`src/pkg/aps_map.vh`:
```
`ifndef APS_MAP_VH
`define APS_MAP_VH
// register byte offsets
`define APS_CMD_OFS      8'h00
`define APS_AXIS_OFS     8'h04
`define APS_SLOT_OFS     8'h08
`define APS_VALUE_OFS    8'h0c
`define APS_STATUS_OFS   8'h10
`define APS_XPOS_OFS     8'h14
`define APS_YPOS_OFS     8'h18
`define APS_XERR_OFS     8'h1c
`define APS_YERR_OFS     8'h20
`define APS_IRQ_ST_OFS   8'h24
`define APS_IRQ_MASK_OFS 8'h28
// command register trigger bits
`define APS_CMD_PRESET   0
`define APS_CMD_STOP     1
`define APS_CMD_CLEAR    2
`define APS_CMD_W        3
// status register bits
`define APS_ST_OPERR     0
`define APS_ST_XORG      1
`define APS_ST_YORG      2
`define APS_ST_XSTOP     3
`define APS_ST_YSTOP     4
// interrupt status and mask bits
`define APS_IRQ_OPERR    0
`define APS_IRQ_XSTOP    1
`define APS_IRQ_YSTOP    2
`define APS_IRQ_XREJ     3
`define APS_IRQ_YREJ     4
`define APS_IRQ_W        5
// operand encodings and widths
`define APS_OPND_W       16
`define APS_AXIS_X       16'h0000
`define APS_AXIS_Y       16'h0001
// axis error codes
`define APS_ERR_W        16
`define APS_ERR_NONE     16'h0000
`define APS_ERR_BUSY     16'd451
`define APS_ERR_STOP     16'd481
// reset values
`define APS_POS_RST      32'h0000_0000
// bus responses
`define APS_RESP_OKAY    2'h0
`define APS_RESP_SLVERR  2'h2
`endif

```
`src/hdl/aps_top.v`:
```
`timescale 1ns/10ps
`include "aps_map.vh"
// Operation
// - preset edge loads signed value into position
// - axis operand 0 is x, 1 is y
// - other axis value sets operand error only
// - accepted preset marks origin fixed
// - preset while moving rejected, error 451
// - emergency stop halts output, flags stop, 481
// - after stop keep inhibit, origin undecided
// - clear edge clears error; nonzero value releases inhibit
module aps_top #(
  parameter AW    = 8,
  parameter POS_W = 32
) (
  // clock and reset
  input  wire          aclk,
  input  wire          aresetn,
  // axi4-lite write address and data
  input  wire [AW-1:0] s_axi_awaddr,
  input  wire          s_axi_awvalid,
  output wire          s_axi_awready,
  input  wire [31:0]   s_axi_wdata,
  input  wire [3:0]    s_axi_wstrb,
  input  wire          s_axi_wvalid,
  output wire          s_axi_wready,
  // axi4-lite write response
  output wire [1:0]    s_axi_bresp,
  output wire          s_axi_bvalid,
  input  wire          s_axi_bready,
  // axi4-lite read
  input  wire [AW-1:0] s_axi_araddr,
  input  wire          s_axi_arvalid,
  output wire          s_axi_arready,
  output wire [31:0]   s_axi_rdata,
  output wire [1:0]    s_axi_rresp,
  output wire          s_axi_rvalid,
  input  wire          s_axi_rready,
  // pulse generator feedback, x axis
  input  wire          x_busy,
  input  wire          x_step,
  input  wire          x_dir,
  // pulse generator feedback, y axis
  input  wire          y_busy,
  input  wire          y_step,
  input  wire          y_dir,
  // status flags
  output wire          x_origin_fixed_flag,
  output wire          y_origin_fixed_flag,
  output wire          x_output_stop_flag,
  output wire          y_output_stop_flag,
  output reg           operand_error_flag,
  // interrupt
  output reg           irq
);
  wire          wr_go;
  wire [AW-1:0] wr_addr;
  wire [31:0]   wr_data;
  wire [3:0]    wr_strb;
  wire [AW-1:0] rd_addr;
  reg  [31:0]   rd_data;

  reg  [`APS_CMD_W-1:0]  cmd_q;
  reg  [`APS_CMD_W-1:0]  cmd_prev_q;
  reg  [`APS_OPND_W-1:0] axis_select_operand_q;
  reg  [`APS_OPND_W-1:0] slot_operand_q;
  reg  [POS_W-1:0]       value_operand_q;
  reg  [`APS_IRQ_W-1:0]  irq_st_q;
  reg  [`APS_IRQ_W-1:0]  irq_st_d;
  reg  [`APS_IRQ_W-1:0]  irq_mask_q;

  wire [`APS_CMD_W-1:0]  cmd_edge;
  wire                   any_edge;
  wire                   axis_ok;
  wire [1:0]             axis_hit;
  wire [2*POS_W-1:0]     pos_w;
  wire [1:0]             org_w;
  wire [1:0]             stop_w;
  wire [2*`APS_ERR_W-1:0] err_w;
  wire [1:0]             stop_ev_w;
  wire [1:0]             rej_ev_w;
  wire [1:0]             busy_w;
  wire [1:0]             step_w;
  wire [1:0]             dir_w;
  wire [31:0]            cmd_mrg;
  wire [31:0]            axis_mrg;
  wire [31:0]            slot_mrg;
  wire [31:0]            mask_mrg;
  wire [31:0]            w1c_mrg;

  ////////////////////////////////////////////////////////////////////////
  // address decode, shared by the read and write paths
  function addr_hit;
    input [AW-1:0] a;
    begin
      if (a == `APS_CMD_OFS) addr_hit = 1'b1;
      else if (a == `APS_AXIS_OFS) addr_hit = 1'b1;
      else if (a == `APS_SLOT_OFS) addr_hit = 1'b1;
      else if (a == `APS_VALUE_OFS) addr_hit = 1'b1;
      else if (a == `APS_STATUS_OFS) addr_hit = 1'b1;
      else if (a == `APS_XPOS_OFS) addr_hit = 1'b1;
      else if (a == `APS_YPOS_OFS) addr_hit = 1'b1;
      else if (a == `APS_XERR_OFS) addr_hit = 1'b1;
      else if (a == `APS_YERR_OFS) addr_hit = 1'b1;
      else if (a == `APS_IRQ_ST_OFS) addr_hit = 1'b1;
      else if (a == `APS_IRQ_MASK_OFS) addr_hit = 1'b1;
      else addr_hit = 1'b0;
    end
  endfunction

  // byte-lane merge of a write into an old word
  function [31:0] merge;
    input [31:0] old;
    input [31:0] nw;
    input [3:0]  strb;
    integer k;
    begin
      merge = old;
      for (k = 0; k < 4; k = k + 1) begin
        if (strb[k]) merge[8*k +: 8] = nw[8*k +: 8];
      end
    end
  endfunction

  ////////////////////////////////////////////////////////////////////////
  // bus slave
  aps_axil #(
    .AW (AW)
  ) u_axil (
    .aclk    (aclk),
    .aresetn (aresetn),
    .awaddr  (s_axi_awaddr),
    .awvalid (s_axi_awvalid),
    .awready (s_axi_awready),
    .wdata   (s_axi_wdata),
    .wstrb   (s_axi_wstrb),
    .wvalid  (s_axi_wvalid),
    .wready  (s_axi_wready),
    .bresp   (s_axi_bresp),
    .bvalid  (s_axi_bvalid),
    .bready  (s_axi_bready),
    .araddr  (s_axi_araddr),
    .arvalid (s_axi_arvalid),
    .arready (s_axi_arready),
    .rdata   (s_axi_rdata),
    .rresp   (s_axi_rresp),
    .rvalid  (s_axi_rvalid),
    .rready  (s_axi_rready),
    .wr_go   (wr_go),
    .wr_addr (wr_addr),
    .wr_data (wr_data),
    .wr_strb (wr_strb),
    .wr_ok   (addr_hit(wr_addr)),
    .rd_addr (rd_addr),
    .rd_data (rd_data),
    .rd_ok   (addr_hit(rd_addr))
  );

  ////////////////////////////////////////////////////////////////////////
  // byte-lane merges, cut back to each register's width on purpose
  assign cmd_mrg  = merge({29'h0, cmd_q}, wr_data, wr_strb);
  assign axis_mrg = merge({16'h0, axis_select_operand_q}, wr_data, wr_strb);
  assign slot_mrg = merge({16'h0, slot_operand_q}, wr_data, wr_strb);
  assign mask_mrg = merge({27'h0, irq_mask_q}, wr_data, wr_strb);
  assign w1c_mrg  = merge(32'h0000_0000, wr_data, wr_strb);

  // writable registers; trigger bits are levels, commands act on their rising edge
  always @(posedge aclk) begin
    if (!aresetn) begin
      cmd_q                 <= {`APS_CMD_W{1'b0}};
      cmd_prev_q            <= {`APS_CMD_W{1'b0}};
      axis_select_operand_q <= `APS_AXIS_X;
      slot_operand_q        <= {`APS_OPND_W{1'b0}};
      value_operand_q       <= `APS_POS_RST;
      irq_mask_q            <= {`APS_IRQ_W{1'b0}};
    end else begin
      cmd_prev_q <= cmd_q;
      if (wr_go) begin
        if (wr_addr == `APS_CMD_OFS) begin
          cmd_q <= cmd_mrg[`APS_CMD_W-1:0];
        end else if (wr_addr == `APS_AXIS_OFS) begin
          axis_select_operand_q <= axis_mrg[`APS_OPND_W-1:0];
        end else if (wr_addr == `APS_SLOT_OFS) begin
          // kept for readback only: the built-in unit answers on slot zero
          slot_operand_q <= slot_mrg[`APS_OPND_W-1:0];
        end else if (wr_addr == `APS_VALUE_OFS) begin
          value_operand_q <= merge(value_operand_q, wr_data, wr_strb);
        end else if (wr_addr == `APS_IRQ_MASK_OFS) begin
          irq_mask_q <= mask_mrg[`APS_IRQ_W-1:0];
        end
      end
    end
  end

  ////////////////////////////////////////////////////////////////////////
  // command decode: an invalid axis reaches neither axis
  assign cmd_edge    = cmd_q & ~cmd_prev_q;
  assign any_edge    = |cmd_edge;
  assign axis_ok     = (axis_select_operand_q == `APS_AXIS_X) ||
                       (axis_select_operand_q == `APS_AXIS_Y);
  assign axis_hit[0] = axis_select_operand_q == `APS_AXIS_X;
  assign axis_hit[1] = axis_select_operand_q == `APS_AXIS_Y;
  assign busy_w      = {y_busy, x_busy};
  assign step_w      = {y_step, x_step};
  assign dir_w       = {y_dir, x_dir};

  // one axis instance each; commands are gated by that axis's own select
  genvar i;
  generate
    for (i = 0; i < 2; i = i + 1) begin : g_axis
      aps_axis #(
        .POS_W (POS_W)
      ) u_axis (
        .aclk           (aclk),
        .aresetn        (aresetn),
        .preset_go      (cmd_edge[`APS_CMD_PRESET] & axis_hit[i]),
        .stop_go        (cmd_edge[`APS_CMD_STOP] & axis_hit[i]),
        .clear_go       (cmd_edge[`APS_CMD_CLEAR] & axis_hit[i]),
        .value_operand  (value_operand_q),
        .busy           (busy_w[i]),
        .step           (step_w[i]),
        .dir            (dir_w[i]),
        .pos_q          (pos_w[i*POS_W +: POS_W]),
        .origin_fixed_q (org_w[i]),
        .output_stop_q  (stop_w[i]),
        .err_q          (err_w[i*`APS_ERR_W +: `APS_ERR_W]),
        .stop_ev_q      (stop_ev_w[i]),
        .rej_ev_q       (rej_ev_w[i])
      );
    end
  endgenerate

  assign x_origin_fixed_flag = org_w[0];
  assign y_origin_fixed_flag = org_w[1];
  assign x_output_stop_flag  = stop_w[0];
  assign y_output_stop_flag  = stop_w[1];

  ////////////////////////////////////////////////////////////////////////
  // operand error: set by a command with a bad axis, cleared by a good one
  always @(posedge aclk) begin
    if (!aresetn) begin
      operand_error_flag <= 1'b0;
    end else if (any_edge) begin
      operand_error_flag <= ~axis_ok;
    end
  end

  ////////////////////////////////////////////////////////////////////////
  // sticky interrupt status, write one to clear; a new event beats the clear
  always @* begin
    irq_st_d = irq_st_q;
    if (wr_go && wr_addr == `APS_IRQ_ST_OFS) begin
      irq_st_d = irq_st_q & ~w1c_mrg[`APS_IRQ_W-1:0];
    end
    irq_st_d[`APS_IRQ_OPERR] = irq_st_d[`APS_IRQ_OPERR] | (any_edge & ~axis_ok);
    irq_st_d[`APS_IRQ_XSTOP] = irq_st_d[`APS_IRQ_XSTOP] | stop_ev_w[0];
    irq_st_d[`APS_IRQ_YSTOP] = irq_st_d[`APS_IRQ_YSTOP] | stop_ev_w[1];
    irq_st_d[`APS_IRQ_XREJ]  = irq_st_d[`APS_IRQ_XREJ] | rej_ev_w[0];
    irq_st_d[`APS_IRQ_YREJ]  = irq_st_d[`APS_IRQ_YREJ] | rej_ev_w[1];
  end

  always @(posedge aclk) begin
    if (!aresetn) begin
      irq_st_q <= {`APS_IRQ_W{1'b0}};
      irq      <= 1'b0;
    end else begin
      irq_st_q <= irq_st_d;
      irq      <= |(irq_st_q & irq_mask_q); // one cycle behind status, kept as a flop
    end
  end

  ////////////////////////////////////////////////////////////////////////
  // read mux; unmapped addresses are answered by the slave with slverr
  always @* begin
    rd_data = 32'h0000_0000;
    if (rd_addr == `APS_CMD_OFS) begin
      rd_data = {29'h0, cmd_q};
    end else if (rd_addr == `APS_AXIS_OFS) begin
      rd_data = {16'h0, axis_select_operand_q};
    end else if (rd_addr == `APS_SLOT_OFS) begin
      rd_data = {16'h0, slot_operand_q};
    end else if (rd_addr == `APS_VALUE_OFS) begin
      rd_data = value_operand_q;
    end else if (rd_addr == `APS_STATUS_OFS) begin
      rd_data = {27'h0, stop_w[1], stop_w[0], org_w[1], org_w[0], operand_error_flag};
    end else if (rd_addr == `APS_XPOS_OFS) begin
      rd_data = pos_w[0 +: POS_W];
    end else if (rd_addr == `APS_YPOS_OFS) begin
      rd_data = pos_w[POS_W +: POS_W];
    end else if (rd_addr == `APS_XERR_OFS) begin
      rd_data = {16'h0, err_w[0 +: `APS_ERR_W]};
    end else if (rd_addr == `APS_YERR_OFS) begin
      rd_data = {16'h0, err_w[`APS_ERR_W +: `APS_ERR_W]};
    end else if (rd_addr == `APS_IRQ_ST_OFS) begin
      rd_data = {27'h0, irq_st_q};
    end else if (rd_addr == `APS_IRQ_MASK_OFS) begin
      rd_data = {27'h0, irq_mask_q};
    end
  end
endmodule

```
`src/hdl/aps_axil.v`:
```
`timescale 1ns/10ps
`include "aps_map.vh"
// axi4-lite slave front end: one write and one read under way at a time
module aps_axil #(
  parameter AW = 8
) (
  // clock and reset
  input  wire          aclk,
  input  wire          aresetn,
  // write address and data
  input  wire [AW-1:0] awaddr,
  input  wire          awvalid,
  output reg           awready,
  input  wire [31:0]   wdata,
  input  wire [3:0]    wstrb,
  input  wire          wvalid,
  output reg           wready,
  // write response
  output reg  [1:0]    bresp,
  output reg           bvalid,
  input  wire          bready,
  // read channels
  input  wire [AW-1:0] araddr,
  input  wire          arvalid,
  output reg           arready,
  output reg  [31:0]   rdata,
  output reg  [1:0]    rresp,
  output reg           rvalid,
  input  wire          rready,
  // register file side
  output wire          wr_go,
  output reg  [AW-1:0] wr_addr,
  output reg  [31:0]   wr_data,
  output reg  [3:0]    wr_strb,
  input  wire          wr_ok,
  output reg  [AW-1:0] rd_addr,
  input  wire [31:0]   rd_data,
  input  wire          rd_ok
);
  reg rd_pend_q;

  // a write fires once both halves are held and the last response is gone
  assign wr_go = ~awready & ~wready & ~bvalid;

  ////////////////////////////////////////////////////////////////////////
  // write path: address and data taken in either order
  always @(posedge aclk) begin
    if (!aresetn) begin
      awready <= 1'b1;
      wready  <= 1'b1;
      bvalid  <= 1'b0;
      bresp   <= `APS_RESP_OKAY;
      wr_addr <= {AW{1'b0}};
      wr_data <= 32'h0000_0000;
      wr_strb <= 4'h0;
    end else begin
      if (awvalid && awready) begin
        awready <= 1'b0;
        wr_addr <= awaddr;
      end
      if (wvalid && wready) begin
        wready  <= 1'b0;
        wr_data <= wdata;
        wr_strb <= wstrb;
      end
      if (wr_go) begin
        bvalid  <= 1'b1;
        bresp   <= wr_ok ? `APS_RESP_OKAY : `APS_RESP_SLVERR;
        awready <= 1'b1;
        wready  <= 1'b1;
      end else if (bvalid && bready) begin
        bvalid <= 1'b0;
      end
    end
  end

  ////////////////////////////////////////////////////////////////////////
  // read path: address captured, data registered one edge later
  always @(posedge aclk) begin
    if (!aresetn) begin
      arready   <= 1'b1;
      rd_pend_q <= 1'b0;
      rvalid    <= 1'b0;
      rresp     <= `APS_RESP_OKAY;
      rdata     <= 32'h0000_0000;
      rd_addr   <= {AW{1'b0}};
    end else begin
      if (arvalid && arready) begin
        arready   <= 1'b0;
        rd_addr   <= araddr;
        rd_pend_q <= 1'b1;
      end
      if (rd_pend_q) begin
        rd_pend_q <= 1'b0;
        rvalid    <= 1'b1;
        rdata     <= rd_ok ? rd_data : 32'h0000_0000;
        rresp     <= rd_ok ? `APS_RESP_OKAY : `APS_RESP_SLVERR;
      end else if (rvalid && rready) begin
        rvalid  <= 1'b0;
        arready <= 1'b1;
      end
    end
  end
endmodule

```
`src/hdl/aps_axis.v`:
```
`timescale 1ns/10ps
`include "aps_map.vh"
// state of one positioning axis: position, origin, output stop, error code
module aps_axis #(
  parameter POS_W = 32
) (
  // clock and reset
  input  wire             aclk,
  input  wire             aresetn,
  // decoded commands for this axis only
  input  wire             preset_go,
  input  wire             stop_go,
  input  wire             clear_go,
  input  wire [POS_W-1:0] value_operand,
  // pulse generator feedback
  input  wire             busy,
  input  wire             step,
  input  wire             dir,
  // state
  output reg  [POS_W-1:0] pos_q,
  output reg              origin_fixed_q,
  output reg              output_stop_q,
  output reg  [`APS_ERR_W-1:0] err_q,
  output reg              stop_ev_q,
  output reg              rej_ev_q
);
  ////////////////////////////////////////////////////////////////////////
  // emergency stop wins over a preset or clear arriving in the same cycle
  always @(posedge aclk) begin
    if (!aresetn) begin
      pos_q          <= `APS_POS_RST;
      origin_fixed_q <= 1'b0;
      output_stop_q  <= 1'b0;
      err_q          <= `APS_ERR_NONE;
      stop_ev_q      <= 1'b0;
      rej_ev_q       <= 1'b0;
    end else begin
      stop_ev_q <= 1'b0;
      rej_ev_q  <= 1'b0;
      if (stop_go) begin
        output_stop_q  <= 1'b1;
        err_q          <= `APS_ERR_STOP;
        origin_fixed_q <= 1'b0;
        stop_ev_q      <= 1'b1;
      end else if (preset_go) begin
        if (busy) begin
          err_q    <= `APS_ERR_BUSY;
          rej_ev_q <= 1'b1;
        end else begin
          pos_q          <= value_operand;
          origin_fixed_q <= 1'b1;
        end
      end else if (clear_go) begin
        err_q <= `APS_ERR_NONE;
        if (value_operand != {POS_W{1'b0}}) begin
          output_stop_q <= 1'b0;
        end
      end else if (step && !output_stop_q) begin
        // steps are dropped while inhibited so a late pulse cannot move the count
        pos_q <= dir ? pos_q - 1'b1 : pos_q + 1'b1;
      end
    end
  end
endmodule

```
`config.mk`:
```
export PLATFORM = sky130hd
export DESIGN_NAME = aps_top
export DESIGN_NICKNAME = d
export VERILOG_FILES = /design/src/hdl/aps_top.v /design/src/hdl/aps_axil.v /design/src/hdl/aps_axis.v
export VERILOG_INCLUDE_DIRS = /design/src /design/src/pkg
export SDC_FILE = /design/constraint.sdc
export NUM_CORES = 1
export LEC_CHECK = 0
export BUFFER_PORTS_ARGS = -buffer_cell sky130_fd_sc_hd__buf_4
export CAP_MARGIN = 20
export CORE_MARGIN = 1
export CORE_UTILIZATION = 55
export CTS_CLUSTER_SIZE = 12
export DETAILED_ROUTE_END_ITERATION = 8
export GPL_ROUTABILITY_DRIVEN = 0
export HOLD_SLACK_MARGIN = 0.03
export MAX_ROUTING_LAYER = met4
export PLACE_DENSITY = 0.84
export SYNTH_ARGS = -nofsm -noshare
export SYNTH_HDL_FRONTEND = slang
export SYNTH_SLANG_ARGS = --single-unit
```
`constraint.sdc`:
```
create_clock -name aclk -period 3.6 [get_ports aclk]
set_clock_uncertainty 0.05 [all_clocks]
set_input_delay 0.72 -clock aclk [delete_from_list [all_inputs] [get_ports aclk]]
set_output_delay 0.72 -clock aclk [all_outputs]
set_load 0.1 [all_outputs]
```
Yosys cells after proc, flatten, opt, wreduce, memory -nomap -nowiden. Cells that the tools add are included.

Output and inout bits: 47. Input bits: 65. Register bits after elaboration: 280. Logic and storage cells: 240.

Bitwise logic cells: 34. Muxes and demuxes: 75. Equal/unequal tests: 31. Reduce and logical (&&, ||, !) cells: 55. Add/sub/neg operators: 4.

Operators with widths (count): $mux 32 (18); $mux 16 (8); $add 32x1->32 const B (2); $eq 8x5->1 const B (8); $sub 32x1->32 const B (2); $eq 8x6->1 const B (6); $mux 1 (41); $eq 8x4->1 const B (4); $reduce_bool 32->1 (1); $reduce_and 6->1 (4); $mux 5 (4); $reduce_bool 2->1 (10); $mux 9 (2); $eq 16x1->1 const B (1); $eq 8x3->1 const B (2); $logic_not 16->1 (1); $logic_not 8->1 (2); $reduce_and 4->1 (4); $not 1->1 (15); $ne 2x2->1 const B (6); $reduce_and 2->1 (6); $and 5x5->5 (2); $reduce_and 5->1 (2); $and 1x1->1 (9); 16 further kinds (39).

Longest topological paths before layout.
Depth in word-level cells: 13. Mapped depth: 11. Depth with buffers taken out: 11.

Cells and area by module. Synthesis repeated with hierarchy kept, for this count alone.

Cell total of the unflattened synthesis: 1917. Area total of the unflattened synthesis: 15751.4 µm².

By module, submodules not included: aps_top (times used 1, cells an instance 638, sequential area each 1641.6 µm², area an instance 5058.6 µm²); aps_axil (times used 1, cells an instance 407, sequential area each 1841.8 µm², area an instance 3870.0 µm²); aps_axis at g_axis[0].u_axis (times used 1, cells an instance 435, sequential area each 780.7 µm², area an instance 3412.0 µm²); aps_axis at g_axis[1].u_axis (times used 1, cells an instance 437, sequential area each 780.7 µm², area an instance 3410.8 µm²).

Least setup slack after synthesis. No wires, ideal clock.

Path type: in2reg. Start: input port x_dir. End: register g_axis[0].u_axis.pos_q[19]. Required time: 3.480 ns. Stages on the path: 10. Library setup time: 0.070 ns. Path slack: 0.552 ns. Data arrival time: 2.928 ns. Cell sequence: ha_1 a21o_1 a221o_1 a31o_1 or4_4 a41o_1 a31oi_1 xnor2_1 nand2_1 a21oi_1.

Cells in the longest elaborated chain, start to end: 4.

RTL lines: start, declared (line aps_top.v:42) `input wire x_dir,`; $mux 32 (line aps_axis.v:60) `pos_q <= dir ? pos_q - 1'b1 : pos_q + 1'b1;`; $mux 32 (line aps_axis.v:58) `end else if (step && !output_stop_q) begin`; $mux 32 (line aps_axis.v:53) `end else if (clear_go) begin`; $mux 32 (line aps_axis.v:45) `end else if (preset_go) begin`; end signal, assigned (line aps_axis.v:31) `` pos_q <= `APS_POS_RST; ``; end signal, assigned (line aps_axis.v:50) `pos_q <= value_operand;`; end signal, assigned (line aps_axis.v:60); end, declared (line aps_axis.v:20) `output reg [POS_W-1:0] pos_q,`.

Every way passes these cells. The select of a mux whose other input is x is not followed. A chain may end at the register's enable or synchronous reset.

Worst setup path in the final report.
Start: input port x_dir. End: register g_axis[0].u_axis.pos_q[30].

The elaborated chain is that of the path after synthesis.

==> run metrics <==
Worst Path Arrival 3.42 ns; TritonCTS buffer count 26; most common cell after layout, fill and taps aside dfxtp_1; Sink Count 252; Crit path required time 3.96 ns; I/O Pins 112; GRT Overall Usage 31.6%; Yosys cell types 73; Top FF cell, synth dfxtp_1; crit path capture type flop; critical path, cell by cell buf_4 -> ha_1 -> nor2b_1 -> o31a_1 -> o31ai_1 -> nand4b_1 -> a211oi_1 -> o21bai_1 -> a311oi_1 -> xor2_1 -> o21ai_1; Yosys reg bits 252; Resize count post-CTS 0; H-tree depth 1; hold_buf cts 0; area leader, netlist dfxtp_1; Slew @ Worst Pin 0.658 ns; register area share after synthesis 37.6%; Final Max Slew Viols 0; Via density 6.34; die area 25,000 um2; Post-Synthesis Cells 1,685; core area 23,700 um2; drt first pass iters 7; initial antenna violation count 0; outcome complete, no violations; DR iter-0 viols 1,717; pre-CTS setup slack 0.0717 ns; Power Density 465 nW/um2; Synth-to-Final Area Change 14.1%; Die H 158 um; hold slack 0.379 ns; largest cells by area after synthesis dfxtp_1 (38%), a21oi_1 (7.0%), nand2_1 (6.7%), mux2i_1 (6.1%), ha_1 (5.6%); detailed-route wire length per cell 18.4 um; CTS Buffer Depth 3; CTS tree yes; Async SR Flop Fraction 0%; Final Hold Viols 0; warnings from Yosys 0; CP max stage delay 0.43 ns; Pleak 6.70 nW; slowest cell on the critical path o31ai_1; post-CTS setup buffers 0; largest net degree at the start of global routing 127; CP delay by family, top compound AO/OA/AOI/OAI gates; first-pass GRT wire length 61.6 mm; Post-Route WL 38.5 mm; worst hold path type input pin to flop; Buf/Inv on CP 1; Final HPWL DP 28.1 mm; final setup fails 0; total congestion overflow 0; Max VDD drop 0.423 mV; Crit Path Class input pin to flop; final period utilization 85.0%; RSZ-0062 raised after global routing false; startpoint class of the critical path input pin; Initial Utilization 56.6%; clock-pin slew on the worst setup and hold paths 0.06 ns; Max Clk Rate 0.327 GHz; syn_area_per_cell 7.96 um2; min cycle time layout 3.06 ns; die extent in x 158 um; Inst Count DP 2,047; setup TNS 0 ns; vias in the first global route 12.1k; Yosys top cell area share 37.6%; drt drc 0; Clock Latency Late Sink 0.54 ns; via count 13.3k; share of cells above drive strength 1 10.8%; Rows 56; CTS root buf clkbuf_16; nets 1,884; most frequent cells in the layout dfxtp_1 (252), nand2_1 (240), a21oi_1 (187); EDFF count, synth 0; max_slew headroom 56.2%; antenna viol nets, final 0; PortBufs 109; Non-Filler Instances 2,091; Synth Cell Area 13,400 um2; max-cap viol count 0; ant diodes 0; Final WS setup 0.540 ns; crit path max fanout 11
==> Yosys cell counts (7+ instances only) <==
master	n
dfxtp_1	252
mux2i_1	82
a311oi_1	7
nand4_1	17
nor3_1	36
and3_1	11
nand2b_1	10
or3_1	8
a22oi_1	23
buf_1	8
xnor2_1	23
o21ai_0	107
a21o_1	27
buf_2	8
xor2_1	19
a222oi_1	21
ha_1	60
nand2_1	240
nor4_1	15
inv_1	25
o211ai_1	13
nor2_1	173
and2_1	11
clkbuf_1	79
nor2b_1	18
nand3_1	59
o31ai_1	7
o21a_1	8
a21oi_1	187
a31oi_1	19
a211oi_1	25
==> worst register-to-register path: cells and delay by family (launching register included) <==
| family | cells | cell delay, ns |
|---|---|---|
| DFF | 1 | 0.33 |
| and+or+nand+nor | 2 | 0.39 |
| xor gates and xnor gates | 1 | 0.17 |
| AOI/OAI and AO/OA | 6 | 1.61 |
| adders and majority gates | 1 | 0.32 |
==> power by group <==
part | total (mW) | switching (mW) | internal (mW)
sequential | 3.09 | 0.156 | 2.93
clock | 2.48 | 1.07 | 1.41
combinational | 1.55 | 0.913 | 0.634
total | 7.11 | 2.14 | 4.97
==> per-layer routing <==
layer | routed length (um) | up-vias | GRT usage [%]
met5 | 0 | - | -
met4 | 1330 | 0 | 10.9
met3 | 4090 | 118 | 4.87
met2 | 17000 | 731 | 48.0
met1 | 16100 | 6173 | 42.7
li1 | - | 6240 | -
==> area by class of cell <==
class	count	area [um2]
multi-input combinational	1311	7900
timing repair buffer	140	1090
inverter	26	100
sequential	252	5040
clock inverter	3	26.3
clock buffer	40	743
fill	1976	8380
tap	319	399
==> state kept, by name (all words and copies together), names as in the netlist, 2 cells and up <==
name / cells
slot_operand_q: 16
axis_select_operand_q: 16
cmd_q: 3
u_axil.wr_strb: 4
g_axis.u_axis.stop_ev_q: 2
irq_mask_q: 5
cmd_prev_q: 3
u_axil.wr_data: 32
g_axis.u_axis.origin_fixed_q: 2
g_axis.u_axis.output_stop_q: 2
u_axil.rd_addr: 8
g_axis.u_axis.pos_q: 64
value_operand_q: 32
g_axis.u_axis.err_q: 6
irq_st_q: 5
g_axis.u_axis.rej_ev_q: 2
u_axil.wr_addr: 8
u_axil.rdata: 32
==> stage by stage <==
stage / power (mW) / area, um2 / util, %
after CTS: 7.09 / 15300 / 64.6
after global placement: 4.58 / 14500 / 61.2
after floorplan: 4.24 / 13400 / -
final: 7.11 / 15300 / 64.6
after global routing: 7.43 / 15300 / 64.6
after detailed placement: 4.64 / 14500 / 61.3
==> cell families (layout without fill, tap and decap cells) <==
logic type | count (synthesis) | count (layout) | share of synthesized area (%)
mux | 83 | 83 | 6.20
other cells | 1 | 2 | 0.0280
fa+ha+maj | 62 | 62 | 5.89
buf+inv | 123 | 209 | 3.57
simple gates | 623 | 623 | 20.8
flops | 252 | 252 | 37.6
xor+xnor | 42 | 42 | 2.74
compound gates | 499 | 499 | 23.1
==> final timing paths <==
check	start	end	slack, ns	cells after the start
worst min register to register	g_axis[0].u_axis.rej_ev_q	irq_st_q[3]	0.40	2
worst max-delay path	x_dir	g_axis[0].u_axis.pos_q[30]	0.54	11
worst min-delay path	s_axi_wdata[2]	u_axil.wr_data[2]	0.38	3
worst max register to register	g_axis[0].u_axis.pos_q[2]	g_axis[0].u_axis.pos_q[30]	0.60	10
Power figures use the tool's default switching activity.
